==> src/bdwc_pkg.sv <==
package bdwc_pkg;

  // Register map and reset value
  localparam logic [7:0] BDWC_CTRL_ADDR  = 8'h30;
  localparam logic [7:0] BDWC_CTRL_RESET = 8'h00;

  // Control field positions
  localparam int BDWC_DIV_LSB      = 0;
  localparam int BDWC_DIV_W        = 4;
  localparam int BDWC_WRAP_DIS_BIT = 4;
  localparam int BDWC_WRAP_SEL_BIT = 5;
  localparam int BDWC_RSVD_BIT     = 6;
  localparam int BDWC_BURST_BIT    = 7;

  // Address pointer landmarks
  localparam logic [7:0] BDWC_X_LOW_ADDR  = 8'h0D;
  localparam logic [7:0] BDWC_Z_HIGH_ADDR = 8'h12;
  localparam logic [7:0] BDWC_IFLAG_ADDR  = 8'h14;

  // Counts
  localparam logic [2:0] BDWC_SAMPLE_BYTES = 3'h6;
  localparam logic [5:0] BDWC_MAX_BURST    = 6'h20;
  localparam logic [2:0] BDWC_LAST_BIT     = 3'h7;
  localparam int         BDWC_DIV_CNT_W    = 10;

  typedef enum logic [1:0] {
    BDWC_IDLE = 2'b01,
    BDWC_XFER = 2'b10
  } bdwc_state_e;

  // Division factor for each divider select code
  function automatic logic [9:0] bdwc_divisor(input logic [3:0] sel);
    logic [9:0] d;
    d = 10'h001;
    unique case (sel)
      4'h0: d = 10'h001;
      4'h1: d = 10'h002;
      4'h2: d = 10'h004;
      4'h3: d = 10'h005;
      4'h4: d = 10'h008;
      4'h5: d = 10'h00A;
      4'h6: d = 10'h010;
      4'h7: d = 10'h014;
      4'h8: d = 10'h028;
      4'h9: d = 10'h043;
      4'hA: d = 10'h050;
      4'hB: d = 10'h064;
      4'hC: d = 10'h0C8;
      4'hD: d = 10'h0FA;
      4'hE: d = 10'h1F4;
      4'hF: d = 10'h3E8;
    endcase
    return d;
  endfunction

endpackage

==> src/bdwc_decim.sv <==
`timescale 1ns/100ps
module bdwc_decim
  import bdwc_pkg::*;
#(
  parameter int CNT_W = BDWC_DIV_CNT_W
)(
  input  wire logic       clk_sys,
  input  wire logic       rst_b,
  input  wire logic       internal_sample_rate,
  input  wire logic [3:0] div_sel,
  output logic            output_sample_rate
);

  logic [CNT_W-1:0] cnt_q;
  logic [CNT_W-1:0] cnt_d;
  logic [CNT_W-1:0] base;
  logic [CNT_W-1:0] lim;
  logic [3:0]       sel_q;
  logic             tick_q;
  logic             tick_d;

  // Counter restarts whenever the divider select changes
  always_comb begin
    lim    = CNT_W'(bdwc_divisor(div_sel) - 10'h001);
    base   = (div_sel != sel_q) ? '0 : cnt_q;
    cnt_d  = base;
    tick_d = 1'b0;
    if (internal_sample_rate) begin
      if (base >= lim) begin
        cnt_d  = '0;
        tick_d = 1'b1;
      end else begin
        cnt_d = base + CNT_W'(1);
      end
    end
  end

  always_ff @(posedge clk_sys or negedge rst_b) begin
    if (!rst_b) begin
      cnt_q  <= '0;
      sel_q  <= 4'h0;
      tick_q <= 1'b0;
    end else begin
      cnt_q  <= cnt_d;
      sel_q  <= div_sel;
      tick_q <= tick_d;
    end
  end

  assign output_sample_rate = tick_q;
endmodule

==> src/bdwc_core.sv <==
`timescale 1ns/100ps
module bdwc_core
  import bdwc_pkg::*;
(
  input  wire logic       clk_sys,
  input  wire logic       rst_b,
  input  wire logic       sclk_pin,
  input  wire logic       frame_b_pin,
  input  wire logic       addr_load,
  input  wire logic [7:0] addr_load_val,
  input  wire logic       rd_dir,
  input  wire logic       wr_strobe,
  input  wire logic [7:0] wr_data,
  input  wire logic       queue_en,
  input  wire logic [5:0] read_count,
  input  wire logic       internal_sample_rate,
  output logic      [7:0] ctrl_value,
  output logic      [7:0] reg_ptr,
  output logic            byte_end,
  output logic            adc_tick,
  output logic            output_sample_rate,
  output logic            sample_pop,
  output logic      [5:0] samples_read
);

  // Pointer step with optional read wrap
  function automatic logic [7:0] bdwc_next_ptr(input logic [7:0] p, input logic rd,
                                               input logic [7:0] c);
    logic [7:0] wrap_at;
    wrap_at = c[BDWC_WRAP_SEL_BIT] ? BDWC_IFLAG_ADDR : BDWC_Z_HIGH_ADDR;
    if (rd && !c[BDWC_WRAP_DIS_BIT] && (p == wrap_at)) begin
      return BDWC_X_LOW_ADDR;
    end
    return p + 8'h01;
  endfunction

  // Samples allowed in one queue read
  function automatic logic [5:0] bdwc_sample_limit(input logic burst, input logic [5:0] cnt);
    logic [5:0] l;
    l = 6'h01;
    if (burst) begin
      if (cnt > BDWC_MAX_BURST) begin
        l = BDWC_MAX_BURST;
      end else if (cnt != 6'h00) begin
        l = cnt;
      end
    end
    return l;
  endfunction

  // Pin synchronisers
  logic        sclk_s1_q;
  logic        sclk_s2_q;
  logic        sclk_s3_q;
  logic        frm_s1_q;
  logic        frm_s2_q;

  always_ff @(posedge clk_sys or negedge rst_b) begin
    if (!rst_b) begin
      sclk_s1_q <= 1'b0;
      sclk_s2_q <= 1'b0;
      sclk_s3_q <= 1'b0;
      frm_s1_q  <= 1'b1;
      frm_s2_q  <= 1'b1;
    end else begin
      sclk_s1_q <= sclk_pin;
      sclk_s2_q <= sclk_s1_q;
      sclk_s3_q <= sclk_s2_q;
      frm_s1_q  <= frame_b_pin;
      frm_s2_q  <= frm_s1_q;
    end
  end

  logic sclk_rise;
  assign sclk_rise = sclk_s2_q && !sclk_s3_q;

  // Frame tracking and bit counting
  bdwc_state_e state_q;
  bdwc_state_e state_d;
  logic [2:0]  bit_q;
  logic [2:0]  bit_d;
  logic        byte_done;

  always_comb begin
    state_d   = state_q;
    bit_d     = bit_q;
    byte_done = 1'b0;
    unique case (state_q)
      BDWC_IDLE: begin
        bit_d = 3'h0;
        if (!frm_s2_q) begin
          state_d = BDWC_XFER;
        end
      end
      BDWC_XFER: begin
        if (frm_s2_q) begin
          state_d = BDWC_IDLE;
          bit_d   = 3'h0;
        end else if (sclk_rise) begin
          bit_d     = bit_q + 3'h1;
          byte_done = (bit_q == BDWC_LAST_BIT);
        end
      end
      default: begin
        state_d = BDWC_IDLE;
        bit_d   = 3'h0;
      end
    endcase
  end

  always_ff @(posedge clk_sys or negedge rst_b) begin
    if (!rst_b) begin
      state_q <= BDWC_IDLE;
      bit_q   <= 3'h0;
    end else begin
      state_q <= state_d;
      bit_q   <= bit_d;
    end
  end

  // Control register and address pointer
  logic [7:0] ctrl_q;
  logic [7:0] ctrl_d;
  logic [7:0] ptr_q;
  logic [7:0] ptr_d;
  logic       byte_end_q;

  always_comb begin
    ctrl_d = ctrl_q;
    ptr_d  = ptr_q;
    if (wr_strobe && (ptr_q == BDWC_CTRL_ADDR)) begin
      ctrl_d = wr_data;
    end
    if (addr_load) begin
      ptr_d = addr_load_val;
    end else if (byte_done) begin
      ptr_d = bdwc_next_ptr(ptr_q, rd_dir, ctrl_q);
    end
  end

  always_ff @(posedge clk_sys or negedge rst_b) begin
    if (!rst_b) begin
      ctrl_q     <= BDWC_CTRL_RESET;
      ptr_q      <= 8'h00;
      byte_end_q <= 1'b0;
    end else begin
      ctrl_q     <= ctrl_d;
      ptr_q      <= ptr_d;
      byte_end_q <= byte_done;
    end
  end

  // Queue drain accounting
  logic       drain_q;
  logic       drain_d;
  logic [2:0] sbyte_q;
  logic [2:0] sbyte_d;
  logic [5:0] samp_q;
  logic [5:0] samp_d;
  logic [5:0] limit_q;
  logic [5:0] limit_d;
  logic       pop_q;
  logic       pop_d;

  always_comb begin
    drain_d = drain_q;
    sbyte_d = sbyte_q;
    samp_d  = samp_q;
    limit_d = limit_q;
    pop_d   = 1'b0;
    if (state_q == BDWC_IDLE) begin
      drain_d = 1'b0;
      sbyte_d = 3'h0;
    end else if (addr_load) begin
      drain_d = rd_dir && queue_en && (addr_load_val == BDWC_X_LOW_ADDR);
      limit_d = bdwc_sample_limit(ctrl_q[BDWC_BURST_BIT], read_count);
      samp_d  = 6'h00;
      sbyte_d = 3'h0;
    end else if (byte_done && rd_dir && drain_q) begin
      if (sbyte_q == BDWC_SAMPLE_BYTES - 3'h1) begin
        sbyte_d = 3'h0;
        pop_d   = 1'b1;
        samp_d  = samp_q + 6'h01;
        if ((samp_q + 6'h01) == limit_q) begin
          drain_d = 1'b0;
        end
      end else begin
        sbyte_d = sbyte_q + 3'h1;
      end
    end
  end

  always_ff @(posedge clk_sys or negedge rst_b) begin
    if (!rst_b) begin
      drain_q <= 1'b0;
      sbyte_q <= 3'h0;
      samp_q  <= 6'h00;
      limit_q <= 6'h01;
      pop_q   <= 1'b0;
    end else begin
      drain_q <= drain_d;
      sbyte_q <= sbyte_d;
      samp_q  <= samp_d;
      limit_q <= limit_d;
      pop_q   <= pop_d;
    end
  end

  // Converter path keeps the undivided rate
  logic adc_q;

  always_ff @(posedge clk_sys or negedge rst_b) begin
    if (!rst_b) begin
      adc_q <= 1'b0;
    end else begin
      adc_q <= internal_sample_rate;
    end
  end

  bdwc_decim #(
    .CNT_W (BDWC_DIV_CNT_W)
  ) bdwc_decim_inst (
    .clk_sys              (clk_sys),
    .rst_b                (rst_b),
    .internal_sample_rate (internal_sample_rate),
    .div_sel              (ctrl_q[BDWC_DIV_LSB +: BDWC_DIV_W]),
    .output_sample_rate   (output_sample_rate)
  );

  assign ctrl_value   = ctrl_q;
  assign reg_ptr      = ptr_q;
  assign byte_end     = byte_end_q;
  assign adc_tick     = adc_q;
  assign sample_pop   = pop_q;
  assign samples_read = samp_q;
endmodule

==> config.mk <==
export PLATFORM = sky130hd
export DESIGN_NAME = bdwc_core
export DESIGN_NICKNAME = d
export VERILOG_FILES = /design/src/bdwc_pkg.sv /design/src/bdwc_decim.sv /design/src/bdwc_core.sv
export SDC_FILE = /design/constraint.sdc
export NUM_CORES = 1
export LEC_CHECK = 0
export BUFFER_PORTS_ARGS = -buffer_cell sky130_fd_sc_hd__buf_4
export CAP_MARGIN = 25
export CELL_PAD_IN_SITES_DETAIL_PLACEMENT = 1
export CELL_PAD_IN_SITES_GLOBAL_PLACEMENT = 1
export CORE_MARGIN = 8
export CORE_UTILIZATION = 36
export DETAILED_ROUTE_END_ITERATION = 16
export MAX_ROUTING_LAYER = met4
export PLACE_DENSITY_LB_ADDON = 0.1
export SLEW_MARGIN = 15
export SYNTH_ARGS = -nofsm -noshare
export SYNTH_HDL_FRONTEND = slang
export SYNTH_HIERARCHICAL = 1
export SYNTH_SLANG_ARGS = --single-unit
==> constraint.sdc <==
create_clock -name clk_sys -period 3.9 [get_ports clk_sys]
set_input_delay 0.195 -clock clk_sys [delete_from_list [all_inputs] [get_ports clk_sys]]
set_output_delay 0.195 -clock clk_sys [all_outputs]
set_load 0.005 [all_outputs]
==> results.md, run 1 <==
Worst setup path:
- The arrival time of data at the critical path endpoint is roughly 3.6 ns.
- The critical path goes through inv_2, ha_1, o21ai_0, nand2_1, ha_1, nand2_1, a211oi_1, a21oi_1, ha_1, nand2_1, nor2_1, a211oi_4, a21oi_2, nor3_1.
- The startpoint identified for the worst register-to-register timing path is ctrl_value[1].
- The critical register-to-register path endpoint is bdwc_decim_inst/cnt_q[7].
- The maximum cell stage delay along the critical path is around 0.61 ns.
- The beginning of the critical path is ctrl_value[1].
- The critical path is of the flop to flop type.
- Along the worst path, the maximum fanout reaches 12.
- STA classifies the critical path endpoint as a flop.
- Counting buffers and inverters, the worst setup path is 14 cells deep.
- The slowest cell on the critical path is dfrtp_1.
- Following the worst setup path forward leads to its endpoint at bdwc_decim_inst/cnt_q[7].
- The buffering stage count on the worst path with inverters included is 1.
- For the worst flop-to-flop path, the logic depth is 14.
- The flop-to-flop setup slack is approximately 0.6 ns.
- The worst endpoint required time is a little over 4 ns.
- The dominant delay contributor by cell family on the critical path is compound AO/OA/AOI/OAI gates.
- The category of the worst setup path launch point is a flop.

Die:
- The area of the core region is 0.009684 sq mm.
- Row generation in the floorplan step produced 36 rows.
- The die height is between 100 and 150 um.
- In this run the horizontal extent of the chip is 115.4 um.
- The die outline area is 0.01332 sq mm.
- Pin placement for this block handled 57 I/O pins.
- The effective utilization at floorplan is around 37%.

Global routing:
- Entering global routing, the biggest net connects between 60 and 70 pins.
- The number of global-route vias before repair was 3146.
- The first global-routing pass estimated about 16 mm of wire.
- Global routing used 15.03% of the available tracks across all layers.
- For this run the aggregate overflow at the end of global routing stands at 0.
- The initial antenna violation count came to 0.

Synthesis:
- By count the netlist is led by dfrtp_1, nand2_1, o21ai_0.
- Of the total synthesized cell area, the portion taken by AND, OR, NAND and NOR gates is a little over a fifth.
- The async set-or-reset flop fraction in the synthesized netlist is 100.0%.
- Of the total synthesized cell area, the portion taken by full adders, half adders and majority gates is 7.387%.
- The gate count of the mapped netlist is 379.
- The mapped cell area is 0.003557 sq mm.
- By area the synthesized netlist is led by dfrtp_1, ha_1, nand2_1.
- After synthesis, the largest family of logic cells by area is simple AND/OR/NAND/NOR gates.
- The predominant post-synthesis flop cell is dfrtp_1.
- The share of the Yosys chip area taken by registers is 42.35%.
- The top cell type by total area after synthesis is dfrtp_1.
- The share of cell area taken by muxes after synthesis is between 3 and 4%.
- dfrtp_1 is the most common cell in the netlist.
- The number of synthesized flops with an enable pin is 0.
- The synthesis-stage register bit count is 60.
- The synthesized netlist devotes between 10% and 20% of its cell area to compound gates.
- The synthesized area per cell is roughly 9.4 sq um.
- The area share of the largest cell type after synthesis is ~39%.
- In this run, distinct cell masters in the synthesized netlist total slightly above 60.
- The number of nets in the synthesized netlist is between 400 and 500.
- The XOR/XNOR share of the synthesized area is around 6.6%.
- During synthesis, Yosys emitted a total of 6 warnings.

STA:
- Setup violations remaining at the end of the flow were counted as 0.
- Static timing analysis puts the maximum clock frequency at between 0.3 and 0.4 GHz.
- The setup TNS is 0 ns.
- Setup repair after global routing left no endpoint under its margin.
- After layout, the minimum clock period comes to 3.312 ns.
- The number of max-slew violations in the final report is 0.
- The relative max-transition margin is roughly 48%.
- The pin slew with the least headroom to its limit is between 0.7 and 0.8 ns.
- The worst clock skew on the final layout is 0.01153 ns.
- The final hold violation count is 0.
- After layout, the worst path uses 84.93% of the clock period.

Place:
- At the end of routability-driven placement, the weighted congestion stood at 0.8188.
- The post-DP HPWL is 6.857 mm.
- The number of buffers inserted by port buffering is 56.
- The post-place instance area is roughly 0.0041 sq mm.

Drt:
- For this block, the routed nets add up to roughly 9.2 mm of wire.
- After detailed routing, the number of remaining DRC violations is 0.
- The count of nets left with antenna violations once routing finished came out at 0.
- In the routed layout, each cell is associated on average with a via count of 5.158.
- Detailed routing inserted a total of approximately 3000 vias.
- The first routing iteration left 128 violations.
- For this run, the detailed router's first-pass iteration total came to 4.
- The post-detailed-route wirelength per cell is 15.96 um.

CTS:
- The CTS buffer count is 9.
- The latest clock arrival within the worst-skew pair is 0.34 ns.
- The clock tree buffer depth is 2.
- The number of setup buffers added after CTS is 0.
- CTS saw 60 sinks.
- The number of H-tree levels is 3.
- After clock tree synthesis, the clock-pin slew on the worst setup and hold paths is 0.07 ns.
- The TritonCTS clock tree is built.
- CTS placed an instance of clkbuf_8 at the clock tree root.

Final layout:
- The total inserted antenna cells is 0.
- The filler cell count is 1150.
- The total non-filler cell area in the finished layout is approximately 0.0043 sq mm.
- The layout net count is roughly 490.
- In the final layout, the share of cells above drive strength 1 is ~22%.
- The area growth from synthesis to layout is 21.39%.
- The final core utilization is around 45%.

Power and ir drop:
- The leakage power summed over all cells is about 2 nW.
- VDD sags by at most ~140 uV.
- The power density over cell area is 436.9 mW/mm^2.

Min path:
- In this run the worst hold path is classified as primary input to flop.

Run:
- The number of violations of the max-capacitance limit is 0.

Run status:
- The run finished with clean final reports.
## power breakdown
part           internal (mW)  leakage [nW]  total (mW)  switching, mW
registers              0.678         0.792       0.740         0.0619
logic                  0.228          1.05       0.547          0.318
clock network          0.348         0.102       0.600          0.252
## flip-flops by register name, indices dropped and copies added, names as in the netlist, 2 cells and up
name	flops
bdwc_decim_inst/cnt_q	10
ctrl_value	8
reg_ptr	8
limit_q	6
samples_read	6
bdwc_decim_inst/sel_q	4
bit_q	3
sbyte_q	3
state_q	2
## layer usage
layer / up-vias / part of all wire [%] / track usage (%)
li1: 1443 / - / -
met1: 1475 / 47 / 18.99
met2: 37 / 49 / 23.91
met3: 11 / 2.1 / 2.784
met4: 0 / 1.1 / 4.378
met5: - / 0 / -
## worst min path at each step
stage,end,cells after the start,start,slack (ns)
after floorplan,adc_tick,0,rst_b,-0.10
after global placement,sclk_s1_q,1,sclk_pin,0.30
after detailed placement,sclk_s1_q,1,sclk_pin,0.31
after CTS,adc_tick,1,internal_sample_rate,0.007
after global routing,adc_tick,1,internal_sample_rate,0.02
final,adc_tick,1,internal_sample_rate,0.03
## layout by cell type, fill, tap and decap left out, types with 3 or more instances in the layout
| master | synthesis | layout |
|---|---|---|
| inv_1 | 19 | 19 |
| or3_1 | 4 | 4 |
| a31oi_1 | 3 | 3 |
| and3_1 | 3 | 3 |
| o211ai_1 | 3 | 3 |
| dlygate4sd3_1 | 0 | 3 |
| o21ai_0 | 30 | 30 |
| and2_1 | 12 | 12 |
| xor2_1 | 11 | 11 |
| nor2_1 | 16 | 16 |
| buf_4 | 0 | 57 |
| nor3_1 | 9 | 9 |
| xnor2_1 | 16 | 16 |
| a21oi_1 | 15 | 15 |
| dfrtp_1 | 56 | 56 |
| nor2b_1 | 7 | 7 |
| dfstp_2 | 4 | 4 |
| clkbuf_8 | 0 | 12 |
| o31ai_1 | 4 | 4 |
| ha_1 | 21 | 21 |
| nand2_1 | 50 | 50 |
| nand4_1 | 9 | 9 |
| mux2_2 | 9 | 9 |
| nand3_1 | 15 | 15 |
| nor4_1 | 5 | 5 |
## stage by stage
step / cells / worst slack (ns) / power, mW / hold slack [ns]
after floorplan: 379 / 1.080 / 1.116 / -0.1006
after global placement: 556 / 0.8046 / 1.290 / 0.3042
after detailed placement: 556 / 0.6432 / 1.305 / 0.3056
after CTS: 575 / 0.5985 / 1.922 / 0.007098
after global routing: 575 / 0.2549 / 2.016 / 0.01903
final: 575 / 0.5877 / 1.887 / 0.02820
## final cells by class
type,instances,area (sq um),share of cell area (%)
inverters,20,75.07,1.739
clock inverters,3,45.04,1.043
flip-flops and latches,60,1506,34.89
well taps,133,166.4,3.854
multi-input cells,286,1898,43.96
repair buffers,60,457.9,10.61
clock buffers,13,168.9,3.912
## timing repair
action,CTS,global route
resized for setup,0,0
setup endpoints to repair,0,0
hold buffers,3,0
hold endpoints to repair,58,0
## kinds of logic (layout without fill, tap and decap cells)
kind of cell,count (synthesis),after routing
flops,60,60
mux,11,11
buf+inv,33,96
fa+ha+maj,21,21
compound gates,77,77
simple gates,150,150
xor+xnor,27,27
(Power assumes the default switching activity.)
==> run 2: changes to the inputs <==
==> constraint.sdc (replaced) <==
create_clock -name clk_sys -period 3.1 [get_ports clk_sys]
set_input_delay 0.155 -clock clk_sys [delete_from_list [all_inputs] [get_ports clk_sys]]
set_output_delay 0.155 -clock clk_sys [all_outputs]
set_load 0.005 [all_outputs]
==> run 2 against run 1 <==
Total power grew 32%. Wire length up 1.6%. Clock power is 29% higher. Hold slack improved by 0.0091 ns. Count of clock-buffer cells in the layout down 3. Via count up 1.9%. Critical path depth decreased by 2. Global-route usage up 0.27 points.
==> results.md, run 2 (synthesis results as in run 1) <==
Run status:
- The run finished with clean final reports.

Worst setup path:
- The worst setup path is of the flop to flop kind.
- Along the worst path, the maximum fanout reaches 7.
- The worst setup path is launched from a flop.
- At the worst endpoint, the required time is 3.34 ns.
- The arrival time of data at the critical path endpoint is 3.17 ns.
- STA classifies the critical path endpoint as a flop.

Min path:
- The worst hold-check path type is primary input to flop.

Die:
- The horizontal extent of the die is 115.4 um.
- The die outline area is around 0.013 sq mm.
- The boundary pin count is between 50 and 60.
- The effective utilization at floorplan is 36.73%.
- In this run the vertical extent of the chip is about 120 um.
- The area of the core region is 0.009684 sq mm.
- The number of cell rows is 36.

CTS:
- The clock edge transition at the registers on the reported setup and hold paths is 0.08 ns.
- The clock tree buffer depth is 2.
- The H-tree was split into 3 levels.
- The cell sitting at the root of the clock tree is a clkbuf_8.
- At the later pin of the worst-skew pair, clock insertion delay measures about 0.34 ns.
- Clock tree synthesis found a total of 60 sinks.
- TritonCTS built the clock tree.
- In this run, CTS created clock tree buffers numbering 9.

Drt:
- The number of detailed-routing iterations run before antenna repair is 4.
- The remaining design rule violation count is 0.
- The ratio of routed vias to standard cells is 5.147.
- After detailed routing, the total wire length is 9.319 mm.
- The remaining antenna violation count is 0.
- The detailed router placed between 3000 and 4000 vias in this run.
- The post-detailed-route wirelength per cell is around 16 um.
- The detailed router's first-iteration violation count is roughly 110.

STA:
- The clock period could shrink to slightly below 3 ns.
- Setup violations remaining at the end of the flow were counted as 0.
- The final hold violation count is 0.
- Between clock sinks in the finished design, the worst skew comes to 0.01347 ns.
- The period utilization is 94.55%.
- The setup TNS is 0 ns.
- The pin slew with the least headroom to its limit is 0.8384 ns.
- Static timing analysis puts the maximum clock frequency at around 0.34 GHz.
- Final hold analysis gives a worst-case slack of 0.03733 ns.
- The relative max-transition margin is 43.59%.
- The number of max-slew violations in the final report is 0.

Global routing:
- The initial antenna violation count is 0.
- The number of global-route vias before repair is ~3200.
- The first-pass GRT wire length is between 15 and 20 mm.
- The largest net degree at the start of global routing is around 60.
- The total congestion overflow after global routing is 0.
- Global routing consumed, over all layers together, 15.30% of the routing resources.

Final layout:
- The filler cell count is roughly 1100.
- The area growth from synthesis to layout is 25.61%.
- Leaving out fill and tap cells, the most frequent cell in the layout is buf_4.
- The combined flip-flop and latch cell area is roughly 0.0015 sq mm.
- The final layout contains around 500 nets.
- The total inserted antenna cells is 0.
- In the layout the commonest cells are buf_4, dfrtp_1, nand2_1, o21ai_0.
- The register with the most flip-flops in the layout has 10 of them.
- The area of the multi-input gates is around 0.0019 sq mm.
- The register with the highest flop count is bdwc_decim_inst/cnt_q.
- In the final layout, the share of cells above drive strength 1 is a little over a quarter.

Power and ir drop:
- IR analysis of the VDD net gives a maximum drop of 281.6 uV.
- Summed over all cells, the static leakage comes to approximately 2.0 nW.
- In this run the power density over the cells is 556.8 mW/mm^2.

Place:
- At the end of routability-driven placement, the weighted congestion stood at 0.8303.
- Detailed placement finished with a half-perimeter wire length of about 7 mm.
- The number of buffers inserted by port buffering is 56.

Run:
- Across the run, the number of max-cap violations was 0.
## run 2: changes by cell type in the layout (fill, tap and decap cells not counted), moves of 2 or more
cell,change
buf_4,+10
clkbuf_8,-3
ha_1,-3
dfrtp_1,-2
dfrtp_2,+2
ha_4,+2
## run 2: what timing repair did
| action | 4_1_cts | 5_1_grt |
|---|---|---|
| endpoints found under the hold margin | 59 | 0 |
| resized for setup | 0 | 13 |
| setup endpoints to repair | 1 | 11 |
| setup buffers | 2 | 4 |
| pin swaps | 2 | 4 |
| hold buffers | 4 | 0 |
## run 2: per-layer routing
layer | up-vias | wire length (um) | global-route usage, %
met4 | 0 | 105 | 4.729
met5 | - | 0 | -
li1 | 1480 | - | -
met3 | 7 | 192 | 2.731
met1 | 1496 | 4209 | 18.02
met2 | 38 | 4811 | 25.93
## run 2: final timing paths
| kind | startpoint | endpoint | slack (ns) | depth (start not counted) |
|---|---|---|---|---|
| max | ctrl_value[1] | bdwc_decim_inst/cnt_q[3] | 0.17 | 12 |
| min | addr_load_val[4] | reg_ptr[4] | 0.04 | 3 |
| max reg2reg | ctrl_value[1] | bdwc_decim_inst/cnt_q[3] | 0.17 | 12 |
| min reg2reg | sclk_s1_q | sclk_s2_q | 0.35 | 0 |
| max in group asynchronous | rst_b | ctrl_value[0] | 2.10 | 2 |
| min in group asynchronous | rst_b | reg_ptr[5] | 0.44 | 2 |
## run 2: per-stage QoR
| step | setup slack (ns) | total power, mW | instance area, sq um | utilization [%] | instances |
|---|---|---|---|---|---|
| global route | -0.01715 | 2.668 | 4468 | 46.14 | 587 |
| finish | 0.1690 | 2.488 | 4468 | 46.14 | 587 |
| detailed placement | 0.008205 | 1.654 | 4111 | 42.45 | 561 |
| floorplan | 0.2801 | 1.404 | 3557 | - | 379 |
| global placement | 0.1534 | 1.637 | 4111 | 42.45 | 561 |
| CTS | 0.02157 | 2.467 | 4383 | 45.26 | 583 |
## run 2: cell type report
type	count	area share, %
Tap cell	133	3.724
Clock buffer	10	2.856
Inverter	20	1.680
Timing Repair Buffer	72	12.41
Clock inverter	6	1.988
Multi-Input combinational cell	286	43.57
Sequential cell	60	33.77
## run 2: report_power, final
group	internal, mW	switching [mW]	total, mW
sequential	0.854	0.0649	0.919
combinational	0.354	0.441	0.796
clock	0.453	0.321	0.774
total	1.66	0.827	2.49
## run 2: worst max-delay path: stages (launching register included)
cell and delay [ns]:
dfrtp_2 0.46, ha_1 0.26, and2_1 0.16, a2111oi_0 0.46, o21ai_0 0.21, xnor2_1 0.17
ha_1 0.30, nand3_1 0.09, a21oi_1 0.07, a21oi_2 0.23, buf_4 0.18, nand3_1 0.06
a31oi_1 0.18
